`config.mk`:
```
export PLATFORM = sky130hd
export DESIGN_NAME = odc_decoder
export DESIGN_NICKNAME = d
export VERILOG_FILES = /design/src/odc_pkg.sv /design/src/odc_tick_gen.sv /design/src/odc_decoder.sv
export VERILOG_INCLUDE_DIRS = /design/src
export SDC_FILE = /design/constraint.sdc
export NUM_CORES = 1
export LEC_CHECK = 0
export ABC_AREA = 1
export BUFFER_PORTS_ARGS = -buffer_cell sky130_fd_sc_hd__buf_4
export CORE_UTILIZATION = 47
export CTS_BUF_LIST = sky130_fd_sc_hd__clkbuf_16
export DETAILED_ROUTE_END_ITERATION = 6
export PLACE_DENSITY_LB_ADDON = 0.3
export SLEW_MARGIN = 25
export SYNTH_ARGS = -nofsm -noshare
export SYNTH_HDL_FRONTEND = slang
export SYNTH_SLANG_ARGS = --single-unit
```
`constraint.sdc`:
```
create_clock -name i_ref_clk -period 2.3 [get_ports i_ref_clk]
set_clock_uncertainty 0.1 [all_clocks]
set_input_delay 0.46 -clock i_ref_clk [delete_from_list [all_inputs] [get_ports i_ref_clk]]
set_output_delay 0.46 -clock i_ref_clk [all_outputs]
set_load 0.05 [all_outputs]
```
`src/odc_cfg.svh`:
```
// Constants for the display command decoder: command codes, reset values and timing.
`ifndef ODC_CFG_SVH
`define ODC_CFG_SVH

// ****************************************
// Command codes
// ****************************************
`define ODC_CMD_PANEL_OFF 8'hAE
`define ODC_CMD_PANEL_ON 8'hAF
`define ODC_CMD_ROW_SET 8'hB0
`define ODC_CMD_SCAN_HI 4'hC
`define ODC_CMD_OFFSET 8'hD3
`define ODC_CMD_CLOCK 8'hD5
`define ODC_CMD_PERIOD 8'hD9
`define ODC_CMD_PADS 8'hDA
`define ODC_CMD_DESELECT 8'hDB
`define ODC_CMD_VSL_HI 4'h3
`define ODC_CMD_RMW 8'hE0
`define ODC_CMD_RMW_END 8'hEE

// ****************************************
// Field positions
// ****************************************
`define ODC_SCAN_BIT 3
`define ODC_PADS_BIT 4
`define ODC_ON_BIT 0

// ****************************************
// Reset values and limits
// ****************************************
`define ODC_RST_DIVIDE 4'h0
`define ODC_RST_TRIM 4'h5
`define ODC_RST_PERIOD 4'h2
`define ODC_RST_DESELECT 8'h35
`define ODC_RST_VSL 4'h0
`define ODC_RST_ROW 6'h00
`define ODC_RST_OFFSET 6'h00
`define ODC_COL_LIMIT 8'h80
`define ODC_DESELECT_UNITY 8'h40

// ****************************************
// Timing
// ****************************************
`define ODC_CLK_PERIOD_NS 10
`define ODC_BUSY_RST_NS 200
`define ODC_BUSY_RST_CYC ((`ODC_BUSY_RST_NS + `ODC_CLK_PERIOD_NS - 1) / `ODC_CLK_PERIOD_NS)
`define ODC_LINE_TICKS 6'h3F

`endif

```
`src/odc_pkg.sv`:
```
// Types shared by the display command decoder and its display tick generator.
`default_nettype none
package odc_pkg;

  typedef enum logic [2:0] {
    ODC_ST_IDLE,
    ODC_ST_ROW,
    ODC_ST_OFFSET,
    ODC_ST_CLOCK,
    ODC_ST_PERIOD,
    ODC_ST_PADS,
    ODC_ST_DESELECT
  } odc_state_type;

  typedef struct packed {
    logic cs_n;
    logic wr_n;
    logic rd_n;
    logic cmd_data_select;
    logic [7:0] data;
  } odc_pins_type;

  typedef struct packed {
    logic [5:0] offset;
    logic [3:0] divide;
    logic [3:0] osc_trim;
    logic [3:0] precharge;
    logic [3:0] discharge;
    logic com_interleave;
    logic [7:0] deselect_code;
    logic deselect_unity;
    logic [3:0] segment_discharge_level;
    logic scan_reverse_req;
  } odc_settings_type;

  typedef struct packed {
    logic osc_run;
    logic converter_run;
    logic drive_on;
    logic high_impedance;
  } odc_power_type;

  typedef struct packed {
    logic [3:0] div_cnt;
    logic [5:0] tick_cnt;
    logic display_tick;
    logic line_start;
  } odc_tick_type;

endpackage
`default_nettype wire

```
`src/odc_tick_gen.sv`:
```
// Display tick divider and scan line timer for the display command decoder.
`default_nettype none
`include "odc_cfg.svh"
module odc_tick_gen
  import odc_pkg::*;
(
  input wire logic i_ref_clk,
  input wire logic i_rst_n,
  input wire logic i_run,
  input wire logic [3:0] i_divide,
  output logic o_display_tick,
  output logic o_line_start
);

  odc_tick_type r_q;
  odc_tick_type r_d;

  // ****************************************
  // Divider
  // ****************************************
  // The reference clock stands in for the oscillator; the divider holds while asleep (i_run low).
  always_comb
  begin
    r_d = r_q;
    r_d.display_tick = 1'b0;
    r_d.line_start = 1'b0;
    if (i_run)
    begin
      if (r_q.div_cnt >= i_divide)
      begin
        r_d.div_cnt = 4'h0;
        r_d.display_tick = 1'b1;
        if (r_q.tick_cnt == `ODC_LINE_TICKS)
        begin
          r_d.tick_cnt = 6'h00;
          r_d.line_start = 1'b1;
        end
        else
        begin
          r_d.tick_cnt = r_q.tick_cnt + 6'h01;
        end
      end
      else
      begin
        r_d.div_cnt = r_q.div_cnt + 4'h1;
      end
    end
  end

  always_ff @(posedge i_ref_clk or negedge i_rst_n)
  begin
    if (!i_rst_n)
    begin
      r_q <= '0;
    end
    else
    begin
      r_q <= r_d;
    end
  end

  assign o_display_tick = r_q.display_tick;
  assign o_line_start = r_q.line_start;

endmodule
`default_nettype wire

```
`src/odc_decoder.sv`:
```
// Command decoder for the display driver: host port, settings, pointers and sleep.
//
// Operation
// (RQ1) AEH turns the panel off, AFH on; bit 0 picks on; off after reset.
// (RQ2) Executing panel off puts the device into sleep.
// (RQ3) Sleep stops oscillator, converter and drive; segment and common outputs float.
// (RQ4) Sleep keeps frame memory and settings, and host memory access still works.
// (RQ5) B0H then a byte loads row pointer from its low six bits; display unaffected.
// (RQ6) C0H to C8H bit 3 picks scan direction, taken at the next scan line.
// (RQ7) D3H then a byte sets vertical offset 0 to 63, reset zero.
// (RQ8) D5H byte low nibble plus one divides oscillator into display ticks.
// (RQ9) D5H byte high nibble trims oscillator, code 0101 nominal at reset.
// (RQ10) D9H byte holds precharge and discharge lengths, both 2 after reset.
// (RQ11) Low nibble sets precharge 1 to 15 ticks; zero is invalid.
// (RQ12) High nibble sets discharge 1 to 15 ticks; zero is invalid.
// (RQ13) DAH byte bit 4 picks interleaved (set, reset) or sequential common pads.
// (RQ14) DBH byte is the deselect level code, 40H and up is unity, reset 35H.
// (RQ15) 30H to 3FH set segment discharge level code from the low nibble.
// (RQ16) E0H saves column; reads then hold the column, writes still advance it.
// (RQ17) EEH leaves read-modify-write and restores the saved column.
// (RQ18) The host always closes read-modify-write with the end command.
// (RQ19) A data write stores at row and column, then advances the column.
// (RQ20) Status read gives busy on bit 7, panel off on bit 6, low bits zero.
// (RQ21) Commands are rejected while busy; the host polls busy or waits.
// (RQ22) Data read returns current byte and advances; host does one dummy read.
// (RQ23) No frame memory read path while the serial interface is selected.
// (RQ24) Column advances per access, stopping at 128, row pointer untouched.
// (RQ25) After a double-byte mode byte, the next command byte is its parameter.
`default_nettype none
`include "odc_cfg.svh"
module odc_decoder
  import odc_pkg::*;
(
  input wire logic i_ref_clk,
  input wire logic i_rst_n,
  input wire logic i_cs_n,
  input wire logic i_wr_n,
  input wire logic i_rd_n,
  input wire logic i_cmd_data_select,
  input wire logic i_serial_mode,
  input wire logic [7:0] i_data,
  output logic [7:0] o_data,
  output logic o_data_oe,
  output logic o_busy,
  output logic o_panel_on,
  output odc_power_type o_power,
  output odc_settings_type o_settings,
  output logic o_scan_reverse,
  output logic o_display_tick,
  output logic o_line_start,
  output logic [12:0] o_mem_addr,
  output logic [7:0] o_mem_wdata,
  output logic o_mem_we,
  output logic o_mem_re,
  input wire logic [7:0] i_mem_rdata
);

  // ****************************************
  // State
  // ****************************************
  typedef struct packed {
    odc_pins_type s1;
    odc_pins_type s2;
    odc_pins_type s3;
    logic serial1;
    logic serial2;
    odc_state_type st;
    odc_settings_type set;
    logic panel_on;
    odc_power_type power;
    logic scan_reverse;
    logic [5:0] row;
    logic [7:0] col;
    logic [7:0] col_saved;
    logic rmw;
    logic [7:0] rd_data;
    logic data_oe;
    logic [7:0] latch;
    logic pend;
    logic [7:0] busy_cnt;
    logic busy;
    logic mem_we;
    logic mem_re;
    logic [12:0] mem_addr;
    logic [7:0] mem_wdata;
  } odc_core_type;

  odc_core_type r_q;
  odc_core_type r_d;
  logic wr_edge;
  logic rd_edge;
  logic cmd_wr;
  logic dat_wr;
  logic st_rd;
  logic dat_rd;
  logic [7:0] byte_in;
  logic tick_line;

  odc_tick_gen u_tick (
    .i_ref_clk(i_ref_clk),
    .i_rst_n(i_rst_n),
    .i_run(r_q.power.osc_run),
    .i_divide(r_q.set.divide),
    .o_display_tick(o_display_tick),
    .o_line_start(tick_line)
  );

  // ****************************************
  // Host strobes
  // ****************************************
  // Only the second and third stages are looked at; the first is the metastable one.
  assign wr_edge = r_q.s2.wr_n & ~r_q.s3.wr_n & ~r_q.s3.cs_n;
  assign rd_edge = ~r_q.s2.rd_n & r_q.s3.rd_n & ~r_q.s2.cs_n;
  assign byte_in = r_q.s3.data;
  assign cmd_wr = wr_edge & ~r_q.s3.cmd_data_select & ~r_q.busy; // see RQ21
  assign dat_wr = wr_edge & r_q.s3.cmd_data_select & ~r_q.busy; // see RQ21
  assign st_rd = rd_edge & ~r_q.s2.cmd_data_select;
  assign dat_rd = rd_edge & r_q.s2.cmd_data_select & ~r_q.serial2 & ~r_q.busy; // see RQ23

  // ****************************************
  // Next state
  // ****************************************
  always_comb
  begin
    r_d = r_q;
    r_d.s1 = {i_cs_n, i_wr_n, i_rd_n, i_cmd_data_select, i_data};
    r_d.s2 = r_q.s1;
    r_d.s3 = r_q.s2;
    r_d.serial1 = i_serial_mode;
    r_d.serial2 = r_q.serial1;
    r_d.mem_we = 1'b0;
    r_d.mem_re = 1'b0;
    r_d.pend = 1'b0;
    r_d.data_oe = ~r_q.s2.rd_n & ~r_q.s2.cs_n;
    if (r_q.busy_cnt != 8'h00)
    begin
      r_d.busy_cnt = r_q.busy_cnt - 8'h01;
    end
    if (r_q.pend)
    begin
      r_d.latch = i_mem_rdata;
    end
    if (tick_line)
    begin
      r_d.scan_reverse = r_q.set.scan_reverse_req; // see RQ6
    end
    if (cmd_wr)
    begin
      unique case (r_q.st)
        ODC_ST_IDLE:
        begin
          if (byte_in[7:1] == 7'(`ODC_CMD_PANEL_OFF >> 1))
          begin
            r_d.panel_on = byte_in[`ODC_ON_BIT]; // see RQ1
          end
          else if (byte_in == `ODC_CMD_ROW_SET)
          begin
            r_d.st = ODC_ST_ROW; // see RQ25
          end
          else if (byte_in[7:4] == `ODC_CMD_SCAN_HI)
          begin
            r_d.set.scan_reverse_req = byte_in[`ODC_SCAN_BIT]; // see RQ6
          end
          else if (byte_in == `ODC_CMD_OFFSET)
          begin
            r_d.st = ODC_ST_OFFSET;
          end
          else if (byte_in == `ODC_CMD_CLOCK)
          begin
            r_d.st = ODC_ST_CLOCK;
          end
          else if (byte_in == `ODC_CMD_PERIOD)
          begin
            r_d.st = ODC_ST_PERIOD;
          end
          else if (byte_in == `ODC_CMD_PADS)
          begin
            r_d.st = ODC_ST_PADS;
          end
          else if (byte_in == `ODC_CMD_DESELECT)
          begin
            r_d.st = ODC_ST_DESELECT;
          end
          else if (byte_in[7:4] == `ODC_CMD_VSL_HI)
          begin
            r_d.set.segment_discharge_level = byte_in[3:0]; // see RQ15
          end
          else if (byte_in == `ODC_CMD_RMW)
          begin
            r_d.rmw = 1'b1; // see RQ16
            r_d.col_saved = r_q.col;
          end
          else if (byte_in == `ODC_CMD_RMW_END)
          begin
            r_d.rmw = 1'b0; // see RQ17
            r_d.col = r_q.col_saved;
          end
        end
        ODC_ST_ROW:
        begin
          r_d.row = byte_in[5:0]; // see RQ5
          r_d.st = ODC_ST_IDLE;
        end
        ODC_ST_OFFSET:
        begin
          r_d.set.offset = byte_in[5:0]; // see RQ7
          r_d.st = ODC_ST_IDLE;
        end
        ODC_ST_CLOCK:
        begin
          r_d.set.divide = byte_in[3:0]; // see RQ8
          r_d.set.osc_trim = byte_in[7:4]; // see RQ9
          r_d.st = ODC_ST_IDLE;
        end
        ODC_ST_PERIOD:
        begin
          if (byte_in[3:0] != 4'h0)
          begin
            r_d.set.precharge = byte_in[3:0]; // see RQ10, RQ11
          end
          if (byte_in[7:4] != 4'h0)
          begin
            r_d.set.discharge = byte_in[7:4]; // see RQ10, RQ12
          end
          r_d.st = ODC_ST_IDLE;
        end
        ODC_ST_PADS:
        begin
          r_d.set.com_interleave = byte_in[`ODC_PADS_BIT]; // see RQ13
          r_d.st = ODC_ST_IDLE;
        end
        ODC_ST_DESELECT:
        begin
          r_d.set.deselect_code = byte_in; // see RQ14
          r_d.set.deselect_unity = (byte_in >= `ODC_DESELECT_UNITY);
          r_d.st = ODC_ST_IDLE;
        end
        default:
        begin
          r_d.st = ODC_ST_IDLE;
        end
      endcase
    end
    // Memory accesses go on while asleep; the column stops at its limit.
    if (dat_wr)
    begin
      r_d.mem_we = (r_q.col != `ODC_COL_LIMIT); // see RQ4, RQ19
      r_d.mem_addr = {r_q.row, r_q.col[6:0]};
      r_d.mem_wdata = byte_in;
      if (r_q.col != `ODC_COL_LIMIT)
      begin
        r_d.col = r_q.col + 8'h01; // see RQ24
      end
    end
    if (st_rd)
    begin
      r_d.rd_data = {r_q.busy, ~r_q.panel_on, 6'h00}; // see RQ20
    end
    // A read hands out the byte fetched by the previous read, hence the dummy read.
    if (dat_rd)
    begin
      r_d.rd_data = r_q.latch; // see RQ22
      r_d.mem_re = 1'b1;
      r_d.mem_addr = {r_q.row, r_q.col[6:0]};
      r_d.pend = 1'b1;
      if (!r_q.rmw && r_q.col != `ODC_COL_LIMIT)
      begin
        r_d.col = r_q.col + 8'h01; // see RQ16, RQ24
      end
    end
    r_d.power.osc_run = r_d.panel_on; // see RQ2, RQ3
    r_d.power.converter_run = r_d.panel_on;
    r_d.power.drive_on = r_d.panel_on;
    r_d.power.high_impedance = ~r_d.panel_on;
    r_d.busy = (r_d.busy_cnt != 8'h00) | r_d.pend; // see RQ21
  end

  // ****************************************
  // Registers
  // ****************************************
  always_ff @(posedge i_ref_clk or negedge i_rst_n)
  begin
    if (!i_rst_n)
    begin
      r_q <= '0;
      r_q.s1 <= '1;
      r_q.s2 <= '1;
      r_q.s3 <= '1;
      r_q.st <= ODC_ST_IDLE;
      r_q.set.divide <= `ODC_RST_DIVIDE;
      r_q.set.osc_trim <= `ODC_RST_TRIM;
      r_q.set.precharge <= `ODC_RST_PERIOD;
      r_q.set.discharge <= `ODC_RST_PERIOD;
      r_q.set.com_interleave <= 1'b1;
      r_q.set.deselect_code <= `ODC_RST_DESELECT;
      r_q.set.segment_discharge_level <= `ODC_RST_VSL;
      r_q.set.offset <= `ODC_RST_OFFSET;
      r_q.row <= `ODC_RST_ROW;
      r_q.power.high_impedance <= 1'b1;
      r_q.busy_cnt <= 8'(`ODC_BUSY_RST_CYC);
      r_q.busy <= 1'b1;
    end
    else
    begin
      r_q <= r_d;
    end
  end

  assign o_data = r_q.rd_data;
  assign o_data_oe = r_q.data_oe;
  assign o_busy = r_q.busy;
  assign o_panel_on = r_q.panel_on;
  assign o_power = r_q.power;
  assign o_settings = r_q.set;
  assign o_scan_reverse = r_q.scan_reverse;
  assign o_line_start = tick_line;
  assign o_mem_addr = r_q.mem_addr;
  assign o_mem_wdata = r_q.mem_wdata;
  assign o_mem_we = r_q.mem_we;
  assign o_mem_re = r_q.mem_re;
endmodule
`default_nettype wire

```
==> impl_metrics.csv <==
group,metric,value,unit
worst_setup_path,timing.critical_path.buf_inv,2,
power,leakage,0.004125,µW
yosys,synth_top_cell_by_area,"dfrtp_1",
detailed_routing,dr.pass1.iters,7,
sta,fmax,479.9,MHz
power,peakVddDrop,0.0005147,V
global_route,grt_antenna_before_repair,0,
layout,syn2layout_area_growth,13.94,%
place,dpl.hpwl,10.24,mm
die,io_pins,101,
yosys,postSynthCellCount,752,
clocking,cts_resized,0,
hold_path,min_to,"r_d[119]",
yosys,synth_edf_count,0,
yosys,ys_top_cells_by_area,"dfrtp_1, dfstp_2, nand2_1, buf_4, o21ai_0",
detailed_routing,routed_via_density,5.090,
yosys,synth_cell_types,35,
worst_setup_path,rr_worst_depth,7,
power,finalPower,7455,µW
yosys,ys_ff_latch,165,
yosys,postSynth.asyncResetShare,100.0,%
clocking,cts_max_level,4,
place,gp_congestion,0.8500,
worst_setup_path,rr_endpoint,"o_power[1]",
yosys,syn_nets,785,
place,numPortBuffers,100,
global_route,gr-total-overflow,0,
layout,fillers,1354,
sta,period_share,90.60,%
worst_setup_path,reg2reg_from,"r_d[131]",
clocking,cts_inserted_buffers,17,
clocking,hold_buffers,1,
worst_setup_path,crit_chain,"inv_1, nor2_2, nand3_2, nor2_2, nand2_1, o21ai_0, inv_1",
place,dp_cells,964,
sta,slew-limit-headroom,64.28,%
sta,rsz0062_at_grt,"false",
worst_setup_path,worst_path_largest_cell_delay,0.53,ns
clocking,clk_pin_slew,0.06,ns
sta,whs,0.04145,ns
global_route,grt_max_degree,53,
status,violations,"design-rule violations",
power,p_per_area,897.8,mW/mm²
hold_path,min_path_type,"input pin to register",
die,fp.coreArea,0.01515,mm²
status,status,"finished, violations left",
sta,finalSetupTns,0,ns
clocking,cts_tree,"done",
die,die-area,0.01601,mm²
worst_setup_path,crit_type,"register to register",
hold_path,worstHoldStart,"i_serial_mode",
yosys,mappedNetlistArea,0.007288,mm²
worst_setup_path,cp-start-kind,"register",
die,fp.dieH,126.5,µm
worst_setup_path,slowest_stage,"dfstp_2",
flow_run,drv_cap,0,
yosys,yosysSeqAreaShare,57.49,%
yosys,synth.top_cell.area_share,39.83,%
sta,setup-violations-final,0,
sta,fin_ws,0.2162,ns
worst_setup_path,worstPathRequired,2.50,ns
hold_path,hold_depth,1,
worst_setup_path,r2r_slack,0.22,ns
clocking,cts_buffer_depth,2,
global_route,grtUsageTotal,19.71,%
layout,num_antenna_cells,0,
worst_setup_path,critPathMaxFanout,12,
clocking,root_buffer,"clkbuf_16",
yosys,synthFlopType,"dfrtp_1",
detailed_routing,drtIter0Drc,439,
layout,drive_gt1_share,28.18,%
detailed_routing,remaining_drc_errors,2,
sta,slew_violations,0,
yosys,syn_avg_cell_area,9.692,µm²
detailed_routing,wirelength,14.41,mm
detailed_routing,vias,5075,
die,std_cell_rows,45,
detailed_routing,detail-route-antenna-nets,0,
die,die_w,126.5,µm
detailed_routing,wl_per_cell,14.45,µm
worst_setup_path,crit_family,"simple AND/OR/NAND/NOR gates",
sta,hold_viol,0,
yosys,synth_warnings,0,
layout,fin_nets,829,
place,post-place-ws,0.2274,ns
worst_setup_path,cp.arrival,2.28,ns
die,start_util,48.12,%
layout,final_cells,997,
clocking,cts_setup_buffers,0,
sta,fin_crit,2.084,ns
clocking,worstSkewPairLatency,0.42,ns
global_route,grt_pass1_vias,4944,
clocking,clock_sinks,165,
global_route,grt_first_pass_wirelength,24.48,mm
worst_setup_path,cp-end-kind,"register",
sta,max_slew.worst_pin.slew,0.5318,ns
==> layout make-up <==
type	count	area (µm²)	area share (%)
clock buffers	17	425.4	5.123
clock inverters	15	100.1	1.205
inverters	69	260.3	3.134
multi-input cells	432	2228	26.83
flip-flops and latches	165	4190	50.46
well taps	188	235.2	2.833
repair buffers	111	864.6	10.41
==> power by group <==
part | switching [µW] | internal (µW)
Combinational | 1040 | 446
Clock | 1080 | 1450
Sequential | 217 | 3230
Total | 2330 | 5120
==> metal layers <==
metal	share of wire (%)	vias to the layer above	global-route usage (%)
met5	0	-	0
met4	2.2	0	8.505
met3	5.5	32	4.513
met2	49	153	31.82
met1	44	2432	25.60
li1	-	2458	-
==> placed cells by master, fill, tap and decap left out, drive strengths merged, types with 3 or more instances in the layout <==
cell type,count
mux2,8
nor3,5
dfrtp,116
nor2,54
nand4,17
inv,72
xor2,7
nand2,160
dfstp,49
o21ai,92
nand3,56
a21oi,12
clkinv,10
or2,3
xnor2,3
ha,10
buf,110
clkbuf,17
==> cells by family (layout without fill, tap and decap cells) <==
| group | count (synthesis) | in the layout | synth area share, % |
|---|---|---|---|
| buffers and inverters | 155 | 212 | 11.93 |
| DFF | 165 | 165 | 57.49 |
| and+or+nand+nor | 298 | 298 | 18.66 |
| xor gates and xnor gates | 10 | 10 | 1.202 |
| AOI/OAI and AO/OA | 106 | 106 | 7.760 |
| muxes | 8 | 8 | 1.236 |
| adders and majority gates | 10 | 10 | 1.717 |
==> worst max-delay path by stage <==
| stage | from | to | depth (start not counted) |
|---|---|---|---|
| 3_5_place_dp | r_d[131] | o_power[1] | 7 |
| 5_1_grt | r_d[131] | o_power[1] | 7 |
| 4_1_cts | r_d[131] | o_power[1] | 7 |
| 3_3_place_gp | r_d[131] | o_power[1] | 7 |
| 2_1_floorplan | r_d[131] | o_mem_addr[10] | 6 |
| 6_report | r_d[131] | o_power[1] | 7 |
==> cell usage after synthesis, drive strengths merged (2+ instances only) <==
library cell and count:
nor2 54, a21oi 12, nand4 17, nand3 56, inv 68, xor2 7, xnor2 3, nand3b 2
mux2 8, o21ai 92, buf 80, clkbuf 6, or2 3, ha 10, nand2 160, dfstp 49
nor3 5, dfrtp 116
==> sequential cells by signal, summed over array words and instances (netlist names) <==
signal and flops:
o_power 2, o_data_oe 1, o_mem_addr 13, byte_in 8, u_tick.o_display_tick 1, u_tick.r_q 10
o_data 8, o_mem_we 1, r_q 47, o_mem_re 1, o_busy 1, o_scan_reverse 1
u_tick.o_line_start 1, o_mem_wdata 8, r_d 25, o_settings 37
==> through the flow <==
| stage | instance area [µm²] | util [%] |
|---|---|---|
| floorplan | 7288 | - |
| global placement | 7769 | 51.29 |
| detailed placement | 7769 | 51.29 |
| CTS | 8304 | 54.83 |
| global route | 8304 | 54.83 |
| finish | 8304 | 54.83 |
Power figures use the tool's default switching activity.
